--- src/verilog/pwm_pkg.sv ---
// package: register map, field layout and reset values of the pulse width modulator
package pwm_pkg;
   localparam logic [7:0] PWM_OFF_IDENT = 8'h00;
   localparam logic [7:0] PWM_OFF_CONTROL = 8'h04;
   localparam logic [7:0] PWM_OFF_CFG = 8'h08;
   localparam logic [7:0] PWM_OFF_START = 8'h0c;
   localparam logic [7:0] PWM_OFF_REPEAT = 8'h10;
   localparam logic [7:0] PWM_OFF_PER = 8'h14;
   localparam logic [7:0] PWM_OFF_PH1 = 8'h18;
   localparam logic [7:0] PWM_OFF_STAT = 8'h1c;
   localparam logic [7:0] PWM_OFF_MASK = 8'h20;
   // identification value, arbitrary
   localparam logic [31:0] PWM_IDENT_VAL = 32'h0001_0100;
   // waveform_config fields
   localparam int PWM_CFG_MODE_LO = 0;
   localparam int PWM_CFG_TRIG_LO = 2;
   localparam int PWM_CFG_EDGE_BIT = 4;
   localparam int PWM_CFG_P1OUT_BIT = 5;
   localparam int PWM_CFG_INACT_BIT = 6;
   localparam int PWM_CTRL_EN_BIT = 0;
   localparam logic [1:0] PWM_MODE_OFF = 2'h0;
   localparam logic [1:0] PWM_MODE_ONE = 2'h1;
   localparam logic [1:0] PWM_MODE_CONT = 2'h2;
   localparam logic [1:0] PWM_TRIG_SW = 2'h0;
   localparam logic [1:0] PWM_TRIG_EVT = 2'h1;
   localparam logic [1:0] PWM_TRIG_VSYNC = 2'h2;
   localparam logic [31:0] PWM_CFG_RST = 32'h0000_0000;
   localparam logic [31:0] PWM_PER_RST = 32'h0000_0000;
   localparam logic [31:0] PWM_PH1_RST = 32'h0000_0000;
   // status bits
   localparam int PWM_ST_PERIOD = 0;
   localparam int PWM_ST_DONE = 1;
   localparam int PWM_ST_W = 2;
   typedef enum logic [2:0] {
      PWM_IDLE = 3'b001,
      PWM_ARMED = 3'b010,
      PWM_RUN = 3'b100
   } pwm_state_type;
endpackage

--- src/verilog/pwm_edge.sv ---
// edge detector for the hardware trigger inputs
`timescale 1ns/10ps
module pwm_edge (
   // clock and reset
   input wire logic sys_clk,
   input wire logic rst,
   // sampled level and selection
   input wire logic level,
   input wire logic falling,
   // detected edge pulse
   output logic edge_seen
);
   typedef struct packed {
      logic primed;
      logic prev;
   } pwm_edge_type;
   pwm_edge_type s_r, s_nxt;
   always_comb begin
      s_nxt.primed = 1'b1;
      s_nxt.prev = level;
   end
   always_ff @(posedge sys_clk) begin
      if (rst) begin
         s_r <= '0;
      end else begin
         s_r <= s_nxt;
      end
   end
   // no edge until one level has been seen after reset, whatever the pin idles at
   assign edge_seen = s_r.primed & (falling ? (s_r.prev & ~level) : (~s_r.prev & level));
endmodule

--- src/verilog/pwm_top.sv ---
// pulse width modulator with AXI4-Lite register slave
//
// Functional notes
// - 32-bit period counter, comparator ends first phase
// - one-shot emits repeat plus one periods
// - mode selects continuous or one-shot
// - period and phase registers are double buffered
// - hardware event edge starts one-shot
// - video sync can start one-shot
// - idle output shows configured inactive level
// - interrupt and dma sync from waveform
//
// Added by the designer: the AXI4-Lite register port.
`timescale 1ns/10ps
module pwm_top #(
   parameter int CNT_W = 32,
   parameter int REP_W = 8
) (
   // clock and reset
   input wire logic sys_clk,
   input wire logic rst,
   // axi4-lite write
   input wire logic [7:0] s_axi_awaddr,
   input wire logic s_axi_awvalid,
   output logic s_axi_awready,
   input wire logic [31:0] s_axi_wdata,
   input wire logic [3:0] s_axi_wstrb,
   input wire logic s_axi_wvalid,
   output logic s_axi_wready,
   output logic [1:0] s_axi_bresp,
   output logic s_axi_bvalid,
   input wire logic s_axi_bready,
   // axi4-lite read
   input wire logic [7:0] s_axi_araddr,
   input wire logic s_axi_arvalid,
   output logic s_axi_arready,
   output logic [31:0] s_axi_rdata,
   output logic [1:0] s_axi_rresp,
   output logic s_axi_rvalid,
   input wire logic s_axi_rready,
   // triggers
   input wire logic hw_event,
   input wire logic image_sensor_port_vsync,
   // outputs
   output logic pwm_out,
   output logic irq,
   output logic dma_sync_target
);
   import pwm_pkg::*;

   typedef struct packed {
      logic aw_got;
      logic [7:0] aw_addr;
      logic w_got;
      logic [31:0] w_data;
      logic [3:0] w_strb;
      logic bvalid;
      logic [1:0] bresp;
      logic rvalid;
      logic [1:0] rresp;
      logic [31:0] rdata;
      logic enable;
      logic [31:0] cfg;
      logic [REP_W-1:0] rep;
      logic [CNT_W-1:0] per_sh;
      logic [CNT_W-1:0] ph1_sh;
      logic [CNT_W-1:0] per_act;
      logic [CNT_W-1:0] ph1_act;
      logic [CNT_W-1:0] cnt;
      logic [REP_W-1:0] left;
      logic out;
      logic dma;
      logic [PWM_ST_W-1:0] stat;
      logic [PWM_ST_W-1:0] mask;
      pwm_state_type st;
   } pwm_regs_type;

   pwm_regs_type r_r, r_nxt;
   logic evt_edge, vs_edge, wr_fire, sw_start, trig, period_end;
   logic [PWM_ST_W-1:0] ev_set;
   logic [1:0] mode, tsel;

   assign mode = r_r.cfg[PWM_CFG_MODE_LO +: 2];
   assign tsel = r_r.cfg[PWM_CFG_TRIG_LO +: 2];

   pwm_edge u_evt (
      .sys_clk(sys_clk),
      .rst(rst),
      .level(hw_event),
      .falling(r_r.cfg[PWM_CFG_EDGE_BIT]),
      .edge_seen(evt_edge)
   );
   pwm_edge u_vs (
      .sys_clk(sys_clk),
      .rst(rst),
      .level(image_sensor_port_vsync),
      .falling(r_r.cfg[PWM_CFG_EDGE_BIT]),
      .edge_seen(vs_edge)
   );

   assign wr_fire = r_r.aw_got & r_r.w_got & ~r_r.bvalid;
   // start write is a pulse, no storage
   assign sw_start = wr_fire & (r_r.aw_addr == PWM_OFF_START) & r_r.w_data[0];
   assign trig = (tsel == PWM_TRIG_SW) ? sw_start :
                 (tsel == PWM_TRIG_EVT) ? evt_edge :
                 (tsel == PWM_TRIG_VSYNC) ? vs_edge : 1'b0;
   // period ends when counter reaches period
   assign period_end = (r_r.st == PWM_RUN) && (r_r.cnt >= r_r.per_act);

   function automatic logic [31:0] wmerge(input logic [31:0] old, input logic [31:0] d, input logic [3:0] be);
      logic [31:0] res;
      res = old;
      for (int i = 0; i < 4; i++) begin
         if (be[i]) begin
            res[i*8 +: 8] = d[i*8 +: 8];
         end
      end
      return res;
   endfunction

   always_comb begin
      r_nxt = r_r;
      ev_set = '0;
      // write channel capture
      if (s_axi_awvalid && s_axi_awready) begin
         r_nxt.aw_got = 1'b1;
         r_nxt.aw_addr = s_axi_awaddr;
      end
      if (s_axi_wvalid && s_axi_wready) begin
         r_nxt.w_got = 1'b1;
         r_nxt.w_data = s_axi_wdata;
         r_nxt.w_strb = s_axi_wstrb;
      end
      if (wr_fire) begin
         r_nxt.aw_got = 1'b0;
         r_nxt.w_got = 1'b0;
         r_nxt.bvalid = 1'b1;
         r_nxt.bresp = 2'b00;
         case (r_r.aw_addr)
            PWM_OFF_CONTROL: begin
               r_nxt.enable = r_r.w_data[PWM_CTRL_EN_BIT];
            end
            PWM_OFF_CFG: begin
               r_nxt.cfg = wmerge(r_r.cfg, r_r.w_data, r_r.w_strb);
            end
            PWM_OFF_REPEAT: begin
               r_nxt.rep = REP_W'(wmerge(32'(r_r.rep), r_r.w_data, r_r.w_strb));
            end
            PWM_OFF_PER: begin
               r_nxt.per_sh = CNT_W'(wmerge(32'(r_r.per_sh), r_r.w_data, r_r.w_strb));
            end
            PWM_OFF_PH1: begin
               r_nxt.ph1_sh = CNT_W'(wmerge(32'(r_r.ph1_sh), r_r.w_data, r_r.w_strb));
            end
            PWM_OFF_MASK: begin
               r_nxt.mask = r_r.w_data[PWM_ST_W-1:0];
            end
            PWM_OFF_STAT: begin
               r_nxt.stat = r_r.stat & ~r_r.w_data[PWM_ST_W-1:0];
            end
            PWM_OFF_IDENT, PWM_OFF_START: begin
               r_nxt.bresp = 2'b00;
            end
            default: begin
               r_nxt.bresp = 2'b10;
            end
         endcase
      end
      if (r_r.bvalid && s_axi_bready) begin
         r_nxt.bvalid = 1'b0;
      end
      // read channel
      if (s_axi_arvalid && s_axi_arready) begin
         r_nxt.rvalid = 1'b1;
         r_nxt.rresp = 2'b00;
         case (s_axi_araddr)
            PWM_OFF_IDENT: r_nxt.rdata = PWM_IDENT_VAL;
            PWM_OFF_CONTROL: r_nxt.rdata = 32'(r_r.enable);
            PWM_OFF_CFG: r_nxt.rdata = r_r.cfg;
            PWM_OFF_START: r_nxt.rdata = 32'h0000_0000;
            PWM_OFF_REPEAT: r_nxt.rdata = 32'(r_r.rep);
            PWM_OFF_PER: r_nxt.rdata = 32'(r_r.per_sh);
            PWM_OFF_PH1: r_nxt.rdata = 32'(r_r.ph1_sh);
            PWM_OFF_STAT: r_nxt.rdata = {29'h0, r_r.st == PWM_RUN, r_r.stat};
            PWM_OFF_MASK: r_nxt.rdata = 32'(r_r.mask);
            default: begin
               r_nxt.rdata = 32'h0000_0000;
               r_nxt.rresp = 2'b10;
            end
         endcase
      end else if (r_r.rvalid && s_axi_rready) begin
         r_nxt.rvalid = 1'b0;
      end
      // generator
      r_nxt.dma = 1'b0;
      case (r_r.st)
         PWM_IDLE: begin
            r_nxt.cnt = '0;
            if (r_r.enable && mode == PWM_MODE_CONT) begin
               r_nxt.st = PWM_RUN;
               r_nxt.per_act = r_r.per_sh;
               r_nxt.ph1_act = r_r.ph1_sh;
            end else if (r_r.enable && mode == PWM_MODE_ONE) begin
               r_nxt.st = PWM_ARMED;
            end
         end
         PWM_ARMED: begin
            if (!r_r.enable || mode != PWM_MODE_ONE) begin
               r_nxt.st = PWM_IDLE;
            end else if (trig) begin
               r_nxt.st = PWM_RUN;
               r_nxt.cnt = '0;
               r_nxt.left = r_r.rep;
               r_nxt.per_act = r_r.per_sh;
               r_nxt.ph1_act = r_r.ph1_sh;
            end
         end
         PWM_RUN: begin
            r_nxt.cnt = r_r.cnt + CNT_W'(1);
            if (!r_r.enable || mode == PWM_MODE_OFF) begin
               r_nxt.st = PWM_IDLE;
            end else if (period_end) begin
               r_nxt.cnt = '0;
               // while running, shadows load only at period boundary
               r_nxt.per_act = r_r.per_sh;
               r_nxt.ph1_act = r_r.ph1_sh;
               // period end drives dma sync and status
               r_nxt.dma = 1'b1;
               ev_set[PWM_ST_PERIOD] = 1'b1;
               // stop after repeat plus one periods
               if (mode == PWM_MODE_ONE) begin
                  if (r_r.left == '0) begin
                     r_nxt.st = PWM_ARMED;
                     ev_set[PWM_ST_DONE] = 1'b1;
                  end else begin
                     r_nxt.left = r_r.left - REP_W'(1);
                  end
               end
            end
         end
         default: begin
            r_nxt.st = PWM_IDLE;
         end
      endcase
      // first phase while counter below comparator value
      if (r_nxt.st == PWM_RUN) begin
         r_nxt.out = (r_nxt.cnt < r_nxt.ph1_act) ? r_r.cfg[PWM_CFG_P1OUT_BIT] : ~r_r.cfg[PWM_CFG_P1OUT_BIT];
      end else begin
         r_nxt.out = r_r.cfg[PWM_CFG_INACT_BIT];
      end
      // set wins over clear
      r_nxt.stat = r_nxt.stat | ev_set;
   end

   always_ff @(posedge sys_clk) begin
      if (rst) begin
         r_r <= '0;
         r_r.st <= PWM_IDLE;
         r_r.cfg <= PWM_CFG_RST;
         r_r.per_sh <= PWM_PER_RST;
         r_r.ph1_sh <= PWM_PH1_RST;
      end else begin
         r_r <= r_nxt;
      end
   end

   assign s_axi_awready = ~r_r.aw_got & ~r_r.bvalid;
   assign s_axi_wready = ~r_r.w_got & ~r_r.bvalid;
   assign s_axi_bvalid = r_r.bvalid;
   assign s_axi_bresp = r_r.bresp;
   assign s_axi_arready = ~r_r.rvalid;
   assign s_axi_rvalid = r_r.rvalid;
   assign s_axi_rdata = r_r.rdata;
   assign s_axi_rresp = r_r.rresp;
   assign pwm_out = r_r.out;
   assign dma_sync_target = r_r.dma;
   // level interrupt from masked sticky status
   assign irq = |(r_r.stat & r_r.mask);

   // assertions
   // inactive level when not running
   idle_level_a: assert property (@(posedge sys_clk) disable iff (rst)
      (r_r.st != PWM_RUN) |=> (pwm_out == $past(r_r.cfg[PWM_CFG_INACT_BIT])) || (r_r.st == PWM_RUN))
      else $error("idle output not at inactive level");
   dma_pulse_a: assert property (@(posedge sys_clk) disable iff (rst)
      period_end && r_r.enable && mode != PWM_MODE_OFF |=> dma_sync_target ##1 (!dma_sync_target || $past(period_end)))
      else $error("dma sync missing at period end");
   period_flag_a: assert property (@(posedge sys_clk) disable iff (rst)
      period_end && r_r.enable && mode != PWM_MODE_OFF |=> r_r.stat[PWM_ST_PERIOD])
      else $error("period flag not set at period end");
   oneshot_stop_a: assert property (@(posedge sys_clk) disable iff (rst)
      period_end && mode == PWM_MODE_ONE && r_r.enable && r_r.left == '0 |=> r_r.st == PWM_ARMED && r_r.stat[PWM_ST_DONE])
      else $error("one-shot did not stop after last period");
   oneshot_count_a: assert property (@(posedge sys_clk) disable iff (rst)
      period_end && mode == PWM_MODE_ONE && r_r.enable && r_r.left != '0 |=> r_r.left == $past(r_r.left) - REP_W'(1))
      else $error("repeat count not decremented");
   shadow_hold_a: assert property (@(posedge sys_clk) disable iff (rst)
      r_r.st == PWM_RUN && !period_end |=> r_r.per_act == $past(r_r.per_act) || r_r.st != PWM_RUN)
      else $error("active period changed mid period");
   sw_start_a: assert property (@(posedge sys_clk) disable iff (rst)
      r_r.st == PWM_ARMED && mode == PWM_MODE_ONE && r_r.enable && tsel == PWM_TRIG_SW && sw_start |=> r_r.st == PWM_RUN)
      else $error("software start did not begin run");
   evt_start_a: assert property (@(posedge sys_clk) disable iff (rst)
      r_r.st == PWM_ARMED && mode == PWM_MODE_ONE && r_r.enable && tsel == PWM_TRIG_EVT && evt_edge |=> r_r.st == PWM_RUN)
      else $error("event edge did not begin run");
   vs_start_a: assert property (@(posedge sys_clk) disable iff (rst)
      r_r.st == PWM_ARMED && mode == PWM_MODE_ONE && r_r.enable && tsel == PWM_TRIG_VSYNC && vs_edge |=> r_r.st == PWM_RUN)
      else $error("video sync edge did not begin run");
   reset_idle_a: assert property (@(posedge sys_clk)
      rst |=> r_r.st == PWM_IDLE && r_r.cnt == '0 && !pwm_out)
      else $error("not idle after reset");
   run_cov: cover property (@(posedge sys_clk) disable iff (rst) r_r.st == PWM_ARMED ##1 r_r.st == PWM_RUN);
   done_cov: cover property (@(posedge sys_clk) disable iff (rst) $rose(r_r.stat[PWM_ST_DONE]));
   cont_cov: cover property (@(posedge sys_clk) disable iff (rst) period_end && mode == PWM_MODE_CONT);
endmodule

--- config.mk ---
export PLATFORM = sky130hd
export DESIGN_NAME = pwm_top
export DESIGN_NICKNAME = d
export VERILOG_FILES = /design/src/verilog/pwm_pkg.sv /design/src/verilog/pwm_edge.sv /design/src/verilog/pwm_top.sv
export SDC_FILE = /design/constraint.sdc
export NUM_CORES = 1
export LEC_CHECK = 0
export BUFFER_PORTS_ARGS = -buffer_cell sky130_fd_sc_hd__clkbuf_2
export CAP_MARGIN = 10
export CORE_MARGIN = 3
export CORE_UTILIZATION = 61
export DETAILED_ROUTE_END_ITERATION = 6
export PLACE_DENSITY_LB_ADDON = 0.08
export SYNTH_ARGS = -nofsm -noshare
export SYNTH_HDL_FRONTEND = slang
export SYNTH_SLANG_ARGS = --single-unit
--- constraint.sdc ---
create_clock -name sys_clk -period 5 [get_ports sys_clk]
set_input_delay 1 -clock sys_clk [delete_from_list [all_inputs] [get_ports sys_clk]]
set_output_delay 1 -clock sys_clk [all_outputs]
set_load 0.03 [all_outputs]
==> reports/results.ini <==
[routing]
remaining_drc_errors=3
wl_mm=39.43
viasPerCell=6.021
antenna_left=0
drt-initial-drc-count=1427
vias=12952
wl_per_cell_um=18.33
firstDrtPassIters=7

[run_status]
outcome=complete, but fails checks
violations=DRC

[synthesis]
netlist_area_mm2=0.01450
ys_ff_latch=303
ys.flop_type=dfxtp_1
netlist-cell-type-count=75
synthArstFlopShare=0
ys_warn_count=0
synth_edf_count=0
ys_top_cells_by_area=dfxtp_1 42%, nand2_1 7.7%, a21oi_1 7.6%
synth_top_area_cell=dfxtp_1
syn_inst=1778
syn_area_per_cell_um2=8.153
seq_area_frac_synth=0.4185
synth_top_area_share=0.4185

[critical_path]
cp_cell_sequence=inv_1 -> ha_1 -> nand4_1 -> nor4_1 -> buf_4 -> a21boi_1 -> o21ai_2 -> buf_12 -> a31o_2 -> a22o_1 -> ha_1 -> a21o_1 -> a21o_1 -> a21oi_1 -> o21ai_0 -> a221o_1 -> a32oi_1 -> o21ai_0 -> a211o_1
r2r_start=r_r[112]$_SDFFE_PP0P_
worstPathMaxFanout=16
required_ps=5460
cp.arrival_ps=5100
reg2reg_slack_ps=350
cp_slowest_cell=nor4_1
r2r_end=pwm_out$_SDFF_PP0_
endpoint_kind=flip-flop
worst-r2r-cell-count=19
cpPeakStageDelay_ps=450
path_class=reg -> reg
cp-start-kind=flip-flop

[finish]
mostFrequentLayoutCells=303 x dfxtp_1, 296 x nand2_1, 220 x a21oi_1
fin_area_mm2=0.01626
layout-drive-gt1-share=0.1181
antenna_cells=0
nNetsFinal=1940
layout_commonest_cell=dfxtp_1
fin_util=0.7073
syn_to_final_growth_pct=12.16

[clocking]
root_buffer=clkbuf_16
cts_buffer_depth=3
path_clk_slew_ps=70
cts_made_buffers=31
clock_sinks=303
htree_levels=1
holdBufCountCts=0
cts_tree=done
clock_latency_ps=570
ctsResizeCount=0
post_cts_buffers=0

[global_routing]
grt_max_degree=174
grt_pass1_wl_mm=62.21
grt-ovfl-total=0
antenna_found_initial=0
track_usage=0.2941
grt_pass1_vias=11637

[sta]
slew_viol_final=0
fmax_mhz=215.3
slew_headroom=0.4219
hold_violations=0
worst_pin_slew_ps=860.5
tns_ps=0
rsz0062_at_grt=no
finClkSkew_ps=15.58
fin_ws_ps=354.9
finalCriticalPeriod_ps=4645
finalCritPeriodShare=0.9290
finalSetupViolations=0

[place]
dp_hpwl_mm=27.97
finalWeightedCongestion=0.9557
placed_area_mm2=0.01503
place.port_buffers=102
dp_slack_ps=430.0

[die]
die_area_mm2=0.02565
ios=105
coreArea_mm2=0.02298
die_y_um=160.2
start_util=0.6306
num_rows=55
chipWidth_um=160.2

[min_path]
min_path_cells=2
hold_end=r_r[197]$_SDFFE_PP0P_
hp-start=r_r[197]$_SDFFE_PP0P_
min_path_type=reg -> reg

[flow_run]
drv_cap=0

[pwr]
vdd_drop_max_v=0.0003346
pwr_density_cell_mw_per_mm2=324.9
p_leak_nw=6.555
power_w=0.005283

-- per-stage QoR --
step / hold WS [ps] / instances
finish: 452.3 / 2151
global route: 471.1 / 2151
CTS: 452.5 / 2148
detailed placement: 443.6 / 2091
global placement: 435.4 / 2091
floorplan: 428.7 / 1779
-- worst max-delay path by stage --
stage	start	to	slack, ps
after floorplan	image_sensor_port_vsync	pwm_out$_SDFF_PP0_	830
after global placement	r_r[112]$_SDFFE_PP0P_	pwm_out$_SDFF_PP0_	560
after detailed placement	r_r[112]$_SDFFE_PP0P_	pwm_out$_SDFF_PP0_	430
after CTS	r_r[112]$_SDFFE_PP0P_	pwm_out$_SDFF_PP0_	420
after global routing	r_r[112]$_SDFFE_PP0P_	pwm_out$_SDFF_PP0_	110
final	r_r[112]$_SDFFE_PP0P_	pwm_out$_SDFF_PP0_	350
-- cell families after synthesis --
group,after synthesis,share of synthesized area
AOI/OAI and AO/OA,386,0.1632
xor gates and xnor gates,1,0.0006043
adders and majority gates,65,0.05611
buffers and inverters,189,0.06016
DFF,303,0.4185
muxes,105,0.07259
other,1,0.0002587
and+or+nand+nor,728,0.2286
-- cell usage after synthesis (all sizes together), types with 5 or more instances --
master and n:
and3 13, and2 39, inv 60, a21o 14, nor3b 6, nor2 222, or3b 5, a31oi 24
nand3 45, a211oi 6, a31o 7, clkbuf 72, and4 5, dfxtp 303, nand4 22, nor3 18
nand2 297, a222oi 25, mux2i 104, a22oi 13, nor2b 6, nand3b 11, buf 57, o21ai 31
a22o 8, a21oi 220, nor4 9, or3 5, nand2b 12, ha 65, o22ai 5
-- worst max-delay path: cells and delay by family, from the launching register on --
family	cells	cell delay (ps)
flops	1	330
fa+ha+maj	2	610
compound gates	12	2490
buf+inv	3	440
simple gates	2	660
-- area by class of cell --
cell class,count,area (µm²)
multi-input combinational,1287,7582
timing repair buffer,131,824.5
clock buffer,38,862.1
fill,1888,6726
inverter,60,225.2
tap,313,391.6
sequential,303,6066
clock inverter,19,306.5
-- state kept, by name, summed over array words and instances, names as in the netlist --
signal and count:
u_vs.s_r 1, s_axi_rdata 32, u_evt.s_r 2, s_axi_rresp 1
r_r 260, mode 2, pwm_out 1, s_axi_bvalid 1
dma_sync_target 1, s_axi_bresp 1, s_axi_rvalid 1
-- metal layers --
layer	up-vias	wire length, µm	global-route usage
li1	6231	-	-
met3	59	3710	0.05240
met5	-	0	0
met2	557	16580	0.4292
met1	6105	18290	0.4506
met4	0	850	0.06943
-- report_power, final --
group,internal (W),switching (W)
sequential,0.00244,0.0000420
clock,0.00160,0.00100
combinational,0.0000642,0.000134
total,0.00410,0.00118
No activity file was read; power rests on OpenSTA's default activity.
